<file path="src/wdc_cfg.svh">
`ifndef WDC_CFG_SVH
`define WDC_CFG_SVH

`define WDC_BASE_ADDR   32'h4000_4000
`define WDC_CTRL_OFS    8'h00
`define WDC_LOCK_OFS    8'h04
`define WDC_CTRL_RESET  32'h0000_0700

`define WDC_B_DBG_DIS   31
`define WDC_B_SEL_HI    10
`define WDC_B_SEL_LO    8
`define WDC_B_EN        7
`define WDC_B_IRQ_EN    6
`define WDC_B_WK_FLAG   5
`define WDC_B_WK_EN     4
`define WDC_B_IRQ_FLAG  3
`define WDC_B_RST_FLAG  2
`define WDC_B_RST_EN    1
`define WDC_B_CLR       0

`define WDC_UNLOCK_1    8'h59
`define WDC_UNLOCK_2    8'h16
`define WDC_UNLOCK_3    8'h88

`define WDC_INTERVAL_MIN 19'h0_0010
`define WDC_DELAY_TICKS  11'h400
`define WDC_RST_TICKS    6'h3f

`endif

</file>
<file path="src/wdc_pkg.sv">
`include "wdc_cfg.svh"

package wdc_pkg;

  typedef enum logic [2:0] {
    ST_COUNT = 3'b001,
    ST_DELAY = 3'b010,
    ST_RESET = 3'b100
  } wdc_state_t;

  typedef enum logic [2:0] {
    LK_IDLE = 3'b001,
    LK_GOT1 = 3'b010,
    LK_GOT2 = 3'b100
  } wdc_lock_t;

  typedef struct packed {
    wdc_state_t  st;
    logic [18:0] cnt;
    logic [10:0] dly;
    logic [5:0]  rst_len;
    logic        timeout_p;
    logic        reset_p;
    logic        chip_reset;
  } wdc_cnt_st_t;

  typedef struct packed {
    logic        dbg_dis;
    logic [2:0]  sel;
    logic        en;
    logic        irq_en;
    logic        wk_flag;
    logic        wk_en;
    logic        irq_flag;
    logic        rst_flag;
    logic        rst_en;
    logic        clr;
  } wdc_ctrl_t;

  typedef struct packed {
    wdc_ctrl_t   ctrl;
    wdc_lock_t   lk;
    logic        unlocked;
    logic        wait_r;
    logic [31:0] rdata;
    logic        irq;
    logic        wake;
  } wdc_core_st_t;

  // Timeout length in watchdog periods for an interval code
  function automatic logic [18:0] wdc_interval(input logic [2:0] code);
    wdc_interval = `WDC_INTERVAL_MIN << {code, 1'b0};
  endfunction

endpackage

</file>
<file path="src/wdc_core.sv">
`include "wdc_cfg.svh"

module wdc_core (
  input  wire logic        sys_clk,
  input  wire logic        rst_b,
  input  wire logic        ce,
  input  wire logic        wd_tick,
  input  wire logic        debug_ack,
  input  wire logic        power_down,
  input  wire logic [7:0]  avs_address,
  input  wire logic        avs_read,
  input  wire logic        avs_write,
  input  wire logic [31:0] avs_writedata,
  input  wire logic [3:0]  avs_byteenable,
  output logic [31:0]      avs_readdata,
  output logic             avs_waitrequest,
  output logic             wdt_irq,
  output logic             chip_reset,
  output logic             wakeup_req
);
  import wdc_pkg::*;

  wdc_core_st_t s_r;
  wdc_core_st_t s_nxt;
  logic         timeout_p;
  logic         reset_p;
  logic         hit_ctrl;
  logic         hit_lock;
  logic         wr_ack;
  logic [31:0]  be_mask;
  logic [31:0]  wval;
  logic [31:0]  w1c;

  function automatic logic [31:0] ctrl_pack(input wdc_ctrl_t c);
    logic [31:0] v;
    v = '0;
    v[`WDC_B_DBG_DIS] = c.dbg_dis;
    v[`WDC_B_SEL_HI:`WDC_B_SEL_LO] = c.sel;
    v[`WDC_B_EN] = c.en;
    v[`WDC_B_IRQ_EN] = c.irq_en;
    v[`WDC_B_WK_FLAG] = c.wk_flag;
    v[`WDC_B_WK_EN] = c.wk_en;
    v[`WDC_B_IRQ_FLAG] = c.irq_flag;
    v[`WDC_B_RST_FLAG] = c.rst_flag;
    v[`WDC_B_RST_EN] = c.rst_en;
    v[`WDC_B_CLR] = c.clr;
    ctrl_pack = v;
  endfunction

  function automatic wdc_ctrl_t ctrl_unpack(input logic [31:0] v);
    wdc_ctrl_t c;
    c.dbg_dis = v[`WDC_B_DBG_DIS];
    c.sel = v[`WDC_B_SEL_HI:`WDC_B_SEL_LO];
    c.en = v[`WDC_B_EN];
    c.irq_en = v[`WDC_B_IRQ_EN];
    c.wk_flag = v[`WDC_B_WK_FLAG];
    c.wk_en = v[`WDC_B_WK_EN];
    c.irq_flag = v[`WDC_B_IRQ_FLAG];
    c.rst_flag = v[`WDC_B_RST_FLAG];
    c.rst_en = v[`WDC_B_RST_EN];
    c.clr = v[`WDC_B_CLR];
    ctrl_unpack = c;
  endfunction

  localparam wdc_ctrl_t CTRL_RST = ctrl_unpack(`WDC_CTRL_RESET);

  // word decode at the control offset
  assign hit_ctrl = avs_address[7:2] == 6'(`WDC_CTRL_OFS >> 2);
  assign hit_lock = avs_address[7:2] == 6'(`WDC_LOCK_OFS >> 2);
  assign wr_ack = avs_write && !s_r.wait_r;
  assign be_mask = {{8{avs_byteenable[3]}}, {8{avs_byteenable[2]}},
                    {8{avs_byteenable[1]}}, {8{avs_byteenable[0]}}};
  assign wval = (ctrl_pack(s_r.ctrl) & ~be_mask) | (avs_writedata & be_mask);
  assign w1c = avs_writedata & be_mask;

  wdc_counter u_counter (
    .sys_clk    (sys_clk),
    .rst_b      (rst_b),
    .ce         (ce),
    .wd_tick    (wd_tick),
    .enable     (s_r.ctrl.en),
    .clear      (s_r.ctrl.clr),
    .hold       (debug_ack && !s_r.ctrl.dbg_dis),
    .sel        (s_r.ctrl.sel),
    .rst_en     (s_r.ctrl.rst_en),
    .timeout_p  (timeout_p),
    .reset_p    (reset_p),
    .chip_reset (chip_reset)
  );

  always_comb begin
    s_nxt = s_r;
    // One wait cycle, then a single-cycle acknowledge
    s_nxt.wait_r = !((avs_read || avs_write) && s_r.wait_r);
    if (avs_read && s_r.wait_r) begin
      s_nxt.rdata = hit_ctrl ? ctrl_pack(s_r.ctrl) :
                    hit_lock ? {31'h0000_0000, s_r.unlocked} : 32'h0000_0000;
    end
    // self-clearing once the counter saw it
    if (s_r.ctrl.clr) begin
      s_nxt.ctrl.clr = 1'b0;
    end
    // lock gate on every writable bit
    if (wr_ack && hit_ctrl && s_r.unlocked) begin
      s_nxt.ctrl.dbg_dis = wval[`WDC_B_DBG_DIS];
      s_nxt.ctrl.sel = wval[`WDC_B_SEL_HI:`WDC_B_SEL_LO];
      s_nxt.ctrl.en = wval[`WDC_B_EN];
      s_nxt.ctrl.irq_en = wval[`WDC_B_IRQ_EN];
      s_nxt.ctrl.wk_en = wval[`WDC_B_WK_EN];
      s_nxt.ctrl.rst_en = wval[`WDC_B_RST_EN];
      if (w1c[`WDC_B_CLR]) begin
        s_nxt.ctrl.clr = 1'b1;
      end
      if (w1c[`WDC_B_WK_FLAG]) begin
        s_nxt.ctrl.wk_flag = 1'b0;
      end
      if (w1c[`WDC_B_IRQ_FLAG]) begin
        s_nxt.ctrl.irq_flag = 1'b0;
      end
      if (w1c[`WDC_B_RST_FLAG]) begin
        s_nxt.ctrl.rst_flag = 1'b0;
      end
    end
    // unlock sequence; any lock write with byte 0 enabled while open closes it
    if (wr_ack && hit_lock && avs_byteenable[0]) begin
      s_nxt.lk = LK_IDLE;
      if (s_r.unlocked) begin
        s_nxt.unlocked = 1'b0;
      end else begin
        unique case (s_r.lk)
          LK_IDLE: if (avs_writedata[7:0] == `WDC_UNLOCK_1) s_nxt.lk = LK_GOT1;
          LK_GOT1: if (avs_writedata[7:0] == `WDC_UNLOCK_2) s_nxt.lk = LK_GOT2;
          LK_GOT2: if (avs_writedata[7:0] == `WDC_UNLOCK_3) s_nxt.unlocked = 1'b1;
          default: s_nxt.lk = LK_IDLE;
        endcase
      end
    end
    // flag set at once, set beats a clear
    if (timeout_p) begin
      s_nxt.ctrl.irq_flag = 1'b1;
      if (s_r.ctrl.wk_en && power_down) begin
        s_nxt.ctrl.wk_flag = 1'b1;
      end
    end
    if (reset_p) begin
      s_nxt.ctrl.rst_flag = 1'b1;
    end
    s_nxt.irq = s_nxt.ctrl.irq_flag && s_nxt.ctrl.irq_en;
    s_nxt.wake = timeout_p && s_r.ctrl.wk_en && power_down;
  end

  always_ff @(posedge sys_clk or negedge rst_b) begin
    if (!rst_b) begin
      s_r <= '{ctrl: CTRL_RST, lk: LK_IDLE, wait_r: 1'b1, default: '0};
    end else if (ce) begin
      s_r <= s_nxt;
    end
  end

  assign avs_readdata = s_r.rdata;
  assign avs_waitrequest = s_r.wait_r;
  assign wdt_irq = s_r.irq;
  assign wakeup_req = s_r.wake;
endmodule

</file>
<file path="src/wdc_counter.sv">
`include "wdc_cfg.svh"

module wdc_counter (
  input  wire logic       sys_clk,
  input  wire logic       rst_b,
  input  wire logic       ce,
  input  wire logic       wd_tick,
  input  wire logic       enable,
  input  wire logic       clear,
  input  wire logic       hold,
  input  wire logic [2:0] sel,
  input  wire logic       rst_en,
  output logic            timeout_p,
  output logic            reset_p,
  output logic            chip_reset
);
  import wdc_pkg::*;

  wdc_cnt_st_t s_r;
  wdc_cnt_st_t s_nxt;

  always_comb begin
    s_nxt = s_r;
    s_nxt.timeout_p = 1'b0;
    s_nxt.reset_p = 1'b0;
    if ((!enable || clear) && s_r.st != ST_RESET) begin
      s_nxt.st = ST_COUNT;
      s_nxt.cnt = '0;
      s_nxt.dly = '0;
    end else if (wd_tick) begin
      unique case (s_r.st)
        ST_COUNT: begin
          if (!hold) begin
            s_nxt.cnt = s_r.cnt + 19'h0_0001;
            // interval reached; >= covers a shortened select
            if (s_nxt.cnt >= wdc_interval(sel)) begin
              s_nxt.timeout_p = 1'b1;
              s_nxt.st = ST_DELAY;
              s_nxt.dly = '0;
            end
          end
        end
        ST_DELAY: begin
          if (!hold) begin
            s_nxt.dly = s_r.dly + 11'h001;
            if (s_nxt.dly == `WDC_DELAY_TICKS) begin
              s_nxt.cnt = '0;
              if (rst_en) begin
                s_nxt.reset_p = 1'b1;
                s_nxt.chip_reset = 1'b1;
                s_nxt.rst_len = '0;
                s_nxt.st = ST_RESET;
              end else begin
                s_nxt.st = ST_COUNT;
              end
            end
          end
        end
        ST_RESET: begin
          // pulse length; debug hold cannot stretch it
          s_nxt.rst_len = s_r.rst_len + 6'h01;
          if (s_nxt.rst_len == `WDC_RST_TICKS) begin
            s_nxt.chip_reset = 1'b0;
            s_nxt.st = ST_COUNT;
          end
        end
        default: s_nxt.st = ST_COUNT;
      endcase
    end
  end

  always_ff @(posedge sys_clk or negedge rst_b) begin
    if (!rst_b) begin
      s_r <= '{st: ST_COUNT, default: '0};
    end else if (ce) begin
      s_r <= s_nxt;
    end
  end

  assign timeout_p = s_r.timeout_p;
  assign reset_p = s_r.reset_p;
  assign chip_reset = s_r.chip_reset;
endmodule

</file>
<file path="config.mk">
export PLATFORM = sky130hd
export DESIGN_NAME = wdc_core
export DESIGN_NICKNAME = d
export VERILOG_FILES = /design/src/wdc_pkg.sv /design/src/wdc_core.sv /design/src/wdc_counter.sv
export VERILOG_INCLUDE_DIRS = /design/src /design/src/src
export SDC_FILE = /design/constraint.sdc
export NUM_CORES = 1
export LEC_CHECK = 0
export ABC_AREA = 1
export BUFFER_PORTS_ARGS = -buffer_cell sky130_fd_sc_hd__buf_2
export CAP_MARGIN = 20
export CORE_MARGIN = 3
export CORE_UTILIZATION = 40
export DETAILED_ROUTE_END_ITERATION = 8
export HOLD_SLACK_MARGIN = 0.12
export MAX_ROUTING_LAYER = met4
export PLACE_DENSITY = 0.71
export SLEW_MARGIN = 0
export SYNTH_ARGS = -nofsm -noshare
export SYNTH_HDL_FRONTEND = slang
export SYNTH_SLANG_ARGS = --single-unit
</file>
<file path="constraint.sdc">
create_clock -name sys_clk -period 3.1 [get_ports sys_clk]
set_input_delay 0.155 -clock sys_clk [delete_from_list [all_inputs] [get_ports sys_clk]]
set_output_delay 0.155 -clock sys_clk [all_outputs]
set_load 0.05 [all_outputs]
</file>
Word-level counts from Yosys, hierarchy flattened
Cells that the tools add are included.

Add/sub/neg operators: 3. $lt $le $gt $ge: 1. Eq/ne operators: 22. Shift-type cells: 1. Multiplexer cells: 42. Bitwise logic cells: 5. Reductions and logical operators: 34.

Operators with widths (number): 33-bit two-way mux (2); 32-bit bitwise AND (2); 30-bit case mux with 2 select lines (1); 42-bit two-way mux (1); 39-bit two-way mux (1); 32-bit two-way mux (1); 32-bit NOT (1); 32-bit bitwise OR (1); 22-bit two-way mux (1); 19-bit by 1-bit adder with 19-bit output, second input constant (1); 19-bit greater-or-equal comparator (1); 5-bit by 4-bit left shift with 19-bit output, first input constant (1); 3-bit two-way mux (6); 1-bit two-way mux (17); 7-bit AND reduction (2); 1-bit logical AND (13); 6-bit two-way mux (2); 6-bit case mux with 2 select lines (1); 6-bit AND reduction (2); 11-bit by 1-bit adder with 11-bit output, second input constant (1); 11-bit equality test, second input constant (1); 11-bit two-way mux (1); 3-bit by 1-bit != test with 1-bit output, second input constant (3); 3-bit != test, second input constant (3); other kinds (25) (42).

Register bits: 93. Bits of input ports: 52. Output and inout port bits: 36.

Logic depth before layout (Yosys ltp)
Gate-level depths: netlist of the first run.

Depth after elaboration: 7. Depth in mapped cells: 22. Depth with buffers taken out: 21.

By module
Synthesis of the first run repeated with hierarchy kept, for this count alone.

Cells, all modules: 698. Area total of the unflattened synthesis: 5072.4 um2.

By module, submodules not included: wdc_counter (times used 1, cells each 477, area an instance 3308.2 um2); wdc_core (times used 1, cells each 221, area an instance 1764.2 um2).

Worst setup path after synthesis of the first run
OpenSTA, ideal clock, no wires.

Path type: register to register. From: register u_counter.s_r[20] in the netlist's numbering. To: register u_counter.s_r[15] in the netlist's numbering. Setup time: 116 ps. Arrival: 2642 ps. Setup slack: 342 ps. Stages on the path, launching flop included: 19. Period minus slack after synthesis: 2758 ps. Cell sequence: dfrtp_1 -> ha_1 -> nand2_1 -> nor2_1 -> nand4_1 -> nor3_1 -> nand3_1 -> xor2_1 -> ha_1 -> nand2_1 -> inv_1 -> nand3_2 -> nor2_1 -> nand2_1 -> nand4_4 -> nand3_4 -> buf_12 -> nand2_2 -> nand2_2.

Cells in the longest elaborated chain, start to end: 4.

RTL lines: start: declaration (RTL line wdc_counter.sv:19) `wdc_cnt_st_t s_r;`; start signal: assignment (RTL line wdc_counter.sv:76) `s_r <= s_nxt;`; 19-bit by 1-bit adder with 19-bit output (RTL line wdc_counter.sv:34) `s_nxt.cnt = s_r.cnt + 19'h0_0001;`; 19-bit greater-or-equal comparator (RTL line wdc_counter.sv:36) `if (s_nxt.cnt >= wdc_interval(sel)) begin`; 3-bit by 1-bit != test with 1-bit output (no source line); 6-bit AND reduction (no source line).

Every way passes these cells. A chain may end at the register's enable or synchronous reset.

Worst setup path in the final report of the first run
From: register u_counter.s_r[20] in the netlist's numbering. To: register u_counter.s_r[19] in the netlist's numbering.

The elaborated chain is that of the path after synthesis.

==> results.ini, run 1 <==
[timing]
period_needed_ns=2.86
hold_violations=0
relSlewSlack=0.377
finalSetupViolCount=0
fin_ws_ns=0.240
grt_setup_unrepaired=no
fin_crit_sh=0.923
fin_skew_ns=0.00726
fmax_mhz=350
timing.setup.tns_ns=0
slew_viol_final=0
tightest_slew_ns=0.935

[drt]
drtIter0Drc=137
routedWlPerCell_um=12.5
first_pass_iters=5
viasPerCell=4.82
wl_um=11000
drc=0
ant_nets=0
via_count=4263

[logic_synthesis]
ys_ff_latch=73
avgSynthCellArea_um2=7.52
synthMostInstantiatedCell=nand2_1
syn-instance-count=662
synth_area_leaders=dfrtp_1, nand2_1, inv_1, nand3_1, buf_4
synth-main-ff-cell=dfrtp_1
yosysTopAreaCellShare=0.337
synth_warnings=0
ys_types=47
syn_area_um2=4980
synth_edf_count=0
synth_seq_area_share=0.369
ys_top_cells_by_count=nand2_1, inv_1, dfrtp_1, nor2_1, nand3_1
yosysTopAreaCell=dfrtp_1
synthArstFlopShare=1.00

[clocking]
cts.sinks=73
cts_setup_buffers=0
cts_tree=built
cts_made_buffers=9
insertion_delay_ns=0.34
ctsLongestPathBuffers=2
clk_pin_slew_ns=0.06
cts_htree_levels=3
cts_root_buffer=clkbuf_16

[die]
die_h_um=118
die_width_um=118
io-pin-count=88
placement_rows=40
core_area_um2=12100
start_util=0.413
die_area_um2=13800

[placed_design]
place_hpwl_um=7900
port_buffers=44
place_ws_ns=0.192
gp_congestion=0.850
place_area_um2=5230

[run_status]
status=finished clean

[job]
max-cap-violations=0

[finish]
final_area_um2=5710
antennaDiodeCount=0
syn_to_final_growth_pct=14.7
drive_above_1_share=0.205
nNetsFinal=777

[pwr]
power.density_nw_per_um2=412
sw_frac_of_total=0.249
pwr-share-seq=0.416
share_clk_of_total_power=0.502
pwr-share-comb=0.082
internal_power_mw=1.77
peakVddDrop_mv=0.329
power.leakage_nw=2.84
p_switching_mw=0.585

[worst_setup_path]
cp_common_cell=nand2_1
cp_max_fo=5
cp_slowest_cell=dfrtp_1
endpoint_kind=flip-flop
cp-start-kind=flip-flop
max_stage_delay_ns=0.35
crit_chain=ha_1 > nand2_1 > nor2_1 > nand4_1 > nor3_1 > buf_4 > nand3_1 > xor2_1 > ha_1 > nand2_1 > inv_1 > nand3_2 > nor2_1 > nand2_1 > nand4_4 > nand3_2 > nand2_1 > nand2_1
timing_worst_setup_path_type=flip-flop to flip-flop
cp_data_arrival_time_ns=3.10
crit_required_ns=3.34

[global_route]
overflow=0
grt_max_degree=74
antenna_found_initial=0
track_usage=0.170
grt_pass1_vias=3984
grt_pass1_wl_um=18900

[min_path]
hold_class=primary input to flip-flop

metrics by stage:
stage / hold WS, ns / cells / total power [mW] / util
final: 0.153 / 885 / 2.35 / 0.473
after global routing: 0.168 / 885 / 2.44 / 0.473
after CTS: 0.139 / 884 / 2.37 / 0.471
after detailed placement: 0.365 / 857 / 1.18 / 0.434
after global placement: 0.358 / 857 / 1.18 / 0.434
after floorplan: -0.141 / 681 / 1.14 / -
flip-flops by register name, indices dropped and copies added (netlist names), named ones only:
name,cells
u_counter.s_r,39
avs_readdata,12
s_r,9
avs_waitrequest,1
u_counter.chip_reset,1
u_counter.reset_p,1
u_counter.timeout_p,1
wakeup_req,1
wdt_irq,1
power groups by stage:
stage	clock network [mW]	registers (mW)	logic, mW
after floorplan	0	1.00	0.138
after global placement	0	0.996	0.180
after detailed placement	0	0.996	0.181
after CTS	1.20	0.979	0.192
after global routing	1.25	0.980	0.211
final	1.18	0.979	0.193
routing by layer:
layer	global-route usage	up-vias	share of wire
li1	-	2203	-
met3	0.0332	12	0.039
met5	-	-	0
met4	0.0484	0	0.015
met1	0.215	1951	0.46
met2	0.281	97	0.49
worst max-delay path, delay by kind of cell (launching register included):
family	cells	cell delay (ns)
buffers and inverters	2	0.23
adder cells (fa/ha/maj)	2	0.51
XOR/XNOR	1	0.17
flip-flops	1	0.35
AND/OR/NAND/NOR	13	1.49
cell type report:
| type | instances | area, µm² |
|---|---|---|
| Inverter | 92 | 345 |
| Fill cell | 1179 | 6350 |
| Multi-Input combinational cell | 471 | 2570 |
| Clock buffer | 11 | 253 |
| Clock inverter | 5 | 85.1 |
| Sequential cell | 73 | 1830 |
| Tap cell | 168 | 210 |
| Timing Repair Buffer | 65 | 412 |
cell families after synthesis:
| family | after synthesis | synth area share |
|---|---|---|
| AOI/OAI and AO/OA | 89 | 0.103 |
| xor gates and xnor gates | 9 | 0.0158 |
| adders and majority gates | 13 | 0.0327 |
| buffers and inverters | 138 | 0.135 |
| DFF | 73 | 0.369 |
| muxes | 1 | 0.00201 |
| other | 1 | 0.000754 |
| and+or+nand+nor | 338 | 0.342 |
cells in the final DEF (no fill, tap or decap), drive strengths merged:
master         n
nor2          68
o31ai         11
o21bai         2
clkinv         1
dfrtp         67
o41ai          1
nand3         60
nor4           3
dfstp          6
inv           93
nand3b         3
ha            13
or2            3
xnor2          2
o221ai         1
o22ai          2
nor3          11
buf           54
nand4         27
conb          20
dlygate4sd3   11
nand2        163
clkinvlp       1
nor3b          1
xor2           7
mux2i          1
a21oi         23
bufinv         2
clkbuf        11
o21a           1
o21ai         48
final timing paths:
path	startpoint	endpoint	slack, ns	depth (start not counted)
setup / recovery	u_counter.s_r[20]$_DFFE_PN0P_	u_counter.s_r[19]$_DFFE_PN0P_	0.24	18
hold / removal	avs_writedata[2]	s_r[41]$_DFFE_PN0P_	0.15	4
setup reg to reg	u_counter.s_r[20]$_DFFE_PN0P_	u_counter.s_r[19]$_DFFE_PN0P_	0.24	18
hold reg to reg	avs_readdata[8]$_DFFE_PN0P_	avs_readdata[8]$_DFFE_PN0P_	0.48	2
max in group asynchronous	rst_b	u_counter.s_r[22]$_DFFE_PN0P_	2.00	2
min in group asynchronous	rst_b	s_r[38]$_DFFE_PN0P_	0.49	2
repair_timing:
action                                 CTS  global route
endpoints found under the hold margin   76             0
gates resized for setup                  0             6
setup endpoints to repair                0            14
hold buffers                            11             0
No activity file was read; power rests on OpenSTA's default activity.
==> run 2: changes to the inputs <==
--- a/config.mk
+++ b/config.mk
@@ -7,15 +7,14 @@
 export NUM_CORES = 1
 export LEC_CHECK = 0
 export ABC_AREA = 1
-export BUFFER_PORTS_ARGS = -buffer_cell sky130_fd_sc_hd__buf_2
 export CAP_MARGIN = 20
-export CORE_MARGIN = 3
+export CORE_MARGIN = 2
 export CORE_UTILIZATION = 40
 export DETAILED_ROUTE_END_ITERATION = 8
+export DONT_BUFFER_PORTS = 1
 export HOLD_SLACK_MARGIN = 0.12
 export MAX_ROUTING_LAYER = met4
-export PLACE_DENSITY = 0.71
-export SLEW_MARGIN = 0
+export PLACE_DENSITY = 0.65
 export SYNTH_ARGS = -nofsm -noshare
 export SYNTH_HDL_FRONTEND = slang
 export SYNTH_SLANG_ARGS = --single-unit
==> results.ini, run 2 (same netlist as run 1, synthesis figures left out) <==
[timing]
finalSetupViolCount=0  ; unchanged
fin_skew_ns=0.00786  ; +0.000598 ns
hold_violations=0  ; unchanged
tightest_slew_ns=0.538  ; -0.397 ns
fmax_mhz=346  ; -0.96%
relSlewSlack=0.640  ; +0.264
fin_crit_sh=0.932  ; +0.00892
timing.setup.tns_ns=0  ; unchanged
slew_viol_final=0  ; unchanged
period_needed_ns=2.89  ; +0.0277 ns

[drt]
first_pass_iters=4  ; -1
viasPerCell=5.06  ; +5.0%
drc=0  ; unchanged
routedWlPerCell_um=13.5  ; +8.5%
ant_nets=0  ; unchanged
wl_um=11600  ; +5.2%
drtIter0Drc=252  ; +84%
via_count=4340  ; +1.8%

[global_route]
grtUsageMet3=0.0518  ; +0.0186
overflow=0  ; unchanged
grt_pass1_vias=4081  ; +2.4%
antenna_found_initial=0  ; unchanged
track_usage=0.187  ; +0.0169
met1_usage=0.224  ; +0.00961
top_usage_layer=met2
gr-usage-met2=0.303  ; +0.0215
grt_pass1_wl_um=19100  ; +1.1%
grt_max_degree=74  ; unchanged

[worst_setup_path]
cp_data_arrival_time_ns=3.12  ; +0.02 ns
r2r-start=u_counter.s_r[20]$_DFFE_PN0P_
r2r_setup_slack_ns=0.21  ; -0.03 ns
crit_required_ns=3.33  ; about the same
cp_max_fo=6  ; +1
rr_worst_depth=19  ; +1
cp-start-kind=flip-flop
timing.rr.end=u_counter.s_r[19]$_DFFE_PN0P_
timing_worst_setup_path_type=flip-flop to flip-flop
endpoint_kind=flip-flop

[pwr]
peakVddDrop_mv=0.271  ; -18%
power.leakage_nw=2.72  ; -4.2%
power.density_nw_per_um2=400  ; -2.8%

[min_path]
worstHoldPathCells=2  ; -2
worstHoldStart=ce
hold_class=primary input to flip-flop

[die]
die_area_um2=13300  ; -3.4%
placement_rows=40  ; unchanged
core_area_um2=12100  ; unchanged
die_h_um=116  ; -1.7%
die_width_um=116  ; -1.7%
io-pin-count=88  ; unchanged
start_util=0.413  ; unchanged

[clocking]
clk_pin_slew_ns=0.06  ; about the same
cts_tree=built
cts_made_buffers=9  ; unchanged
cts_root_buffer=clkbuf_16
cts.sinks=73  ; unchanged
insertion_delay_ns=0.34  ; about the same
ctsLongestPathBuffers=2  ; unchanged
cts_htree_levels=3  ; unchanged

[placed_design]
place_hpwl_um=8240  ; +4.3%
gp_congestion=0.864  ; +1.6%
dp.cells=817  ; -4.7%
port_buffers=0  ; -100%

[finish]
final_common_cell=nand2_1
fin_cells=858  ; -3.1%
antennaDiodeCount=0  ; unchanged
largest_reg_flops=39  ; unchanged
layout_common_cells=nand2_1, inv_1, dfrtp_1
utilization=0.468  ; -0.00529
syn_to_final_growth_pct=13.4
largest_register=u_counter.s_r
fillerInstances=1212  ; +2.8%
drive_above_1_share=0.159  ; -0.0456
nNetsFinal=750  ; -3.5%

[run_status]
status=finished clean

[job]
max-cap-violations=0  ; unchanged

-- run 2: area by class of cell --
class | count | area [µm²] | share of cell area
multi-input cells | 471 | 2580 | 0.457
flip-flops and latches | 73 | 1830 | 0.325
repair buffers | 38 | 364 | 0.0645
inverters | 92 | 345 | 0.0612
clock buffers | 10 | 239 | 0.0424
well taps | 168 | 210 | 0.0373
clock inverters | 6 | 73.8 | 0.0131
-- run 2: through the flow --
step	total power, mW	hold slack (ns)	setup WS [ns]	cell area (µm²)
2_1_floorplan	1.14	-0.141	0.342	5050
3_3_place_gp	1.13	-0.139	0.231	5040
3_5_place_dp	1.13	-0.139	0.160	5040
4_1_cts	2.29	0.139	0.150	5600
5_1_grt	2.34	0.163	-0.0313	5640
6_report	2.26	0.143	0.212	5640
-- run 2: worst max path at each step --
stage / startpoint / endpoint / slack (ns) / depth (start not counted)
floorplan: u_counter.s_r[20]$_DFFE_PN0P_ / u_counter.s_r[15]$_DFFE_PN0P_ / 0.34 / 18
global placement: u_counter.s_r[20]$_DFFE_PN0P_ / u_counter.s_r[19]$_DFFE_PN0P_ / 0.23 / 21
detailed placement: u_counter.s_r[20]$_DFFE_PN0P_ / u_counter.s_r[19]$_DFFE_PN0P_ / 0.16 / 19
CTS: u_counter.s_r[20]$_DFFE_PN0P_ / u_counter.s_r[19]$_DFFE_PN0P_ / 0.15 / 19
global route: u_counter.s_r[20]$_DFFE_PN0P_ / u_counter.s_r[19]$_DFFE_PN0P_ / -0.03 / 19
finish: u_counter.s_r[20]$_DFFE_PN0P_ / u_counter.s_r[19]$_DFFE_PN0P_ / 0.21 / 19
-- run 2: per-layer routing --
| layer | vias to the layer above | routed length, µm |
|---|---|---|
| met2 | 117 | 5630 |
| met4 | 0 | 256 |
| li1 | 2157 | - |
| met3 | 20 | 571 |
| met5 | - | 0 |
| met1 | 2046 | 5150 |
-- run 2: what timing repair did --
| action | in CTS | in global routing |
|---|---|---|
| endpoints found under the setup margin | 0 | 12 |
| resized for setup | 0 | 10 |
| hold buffers | 23 | 0 |
| setup buffers | 0 | 0 |
| hold endpoints to repair | 95 | 0 |
-- run 2: power by group --
part	switching (mW)	total, mW	internal, mW
logic	0.127	0.167	0.0397
registers	0.0275	0.996	0.969
clock network	0.440	1.10	0.655
total	0.595	2.26	1.66
-- run 2: critical path: stages (launching register included) --
cell	delay (ns)
dfrtp_1	0.35
ha_1	0.18
nand2_2	0.08
nor2_2	0.10
nand4_1	0.18
buf_4	0.20
o21ai_1	0.13
inv_1	0.08
ha_1	0.33
nand4_1	0.12
nor2_1	0.12
nand2_1	0.06
nor2_1	0.09
nand2_1	0.08
nor2_2	0.16
nor2_4	0.06
nand4_4	0.15
nand3_4	0.16
nand2_1	0.09
nand2_1	0.05
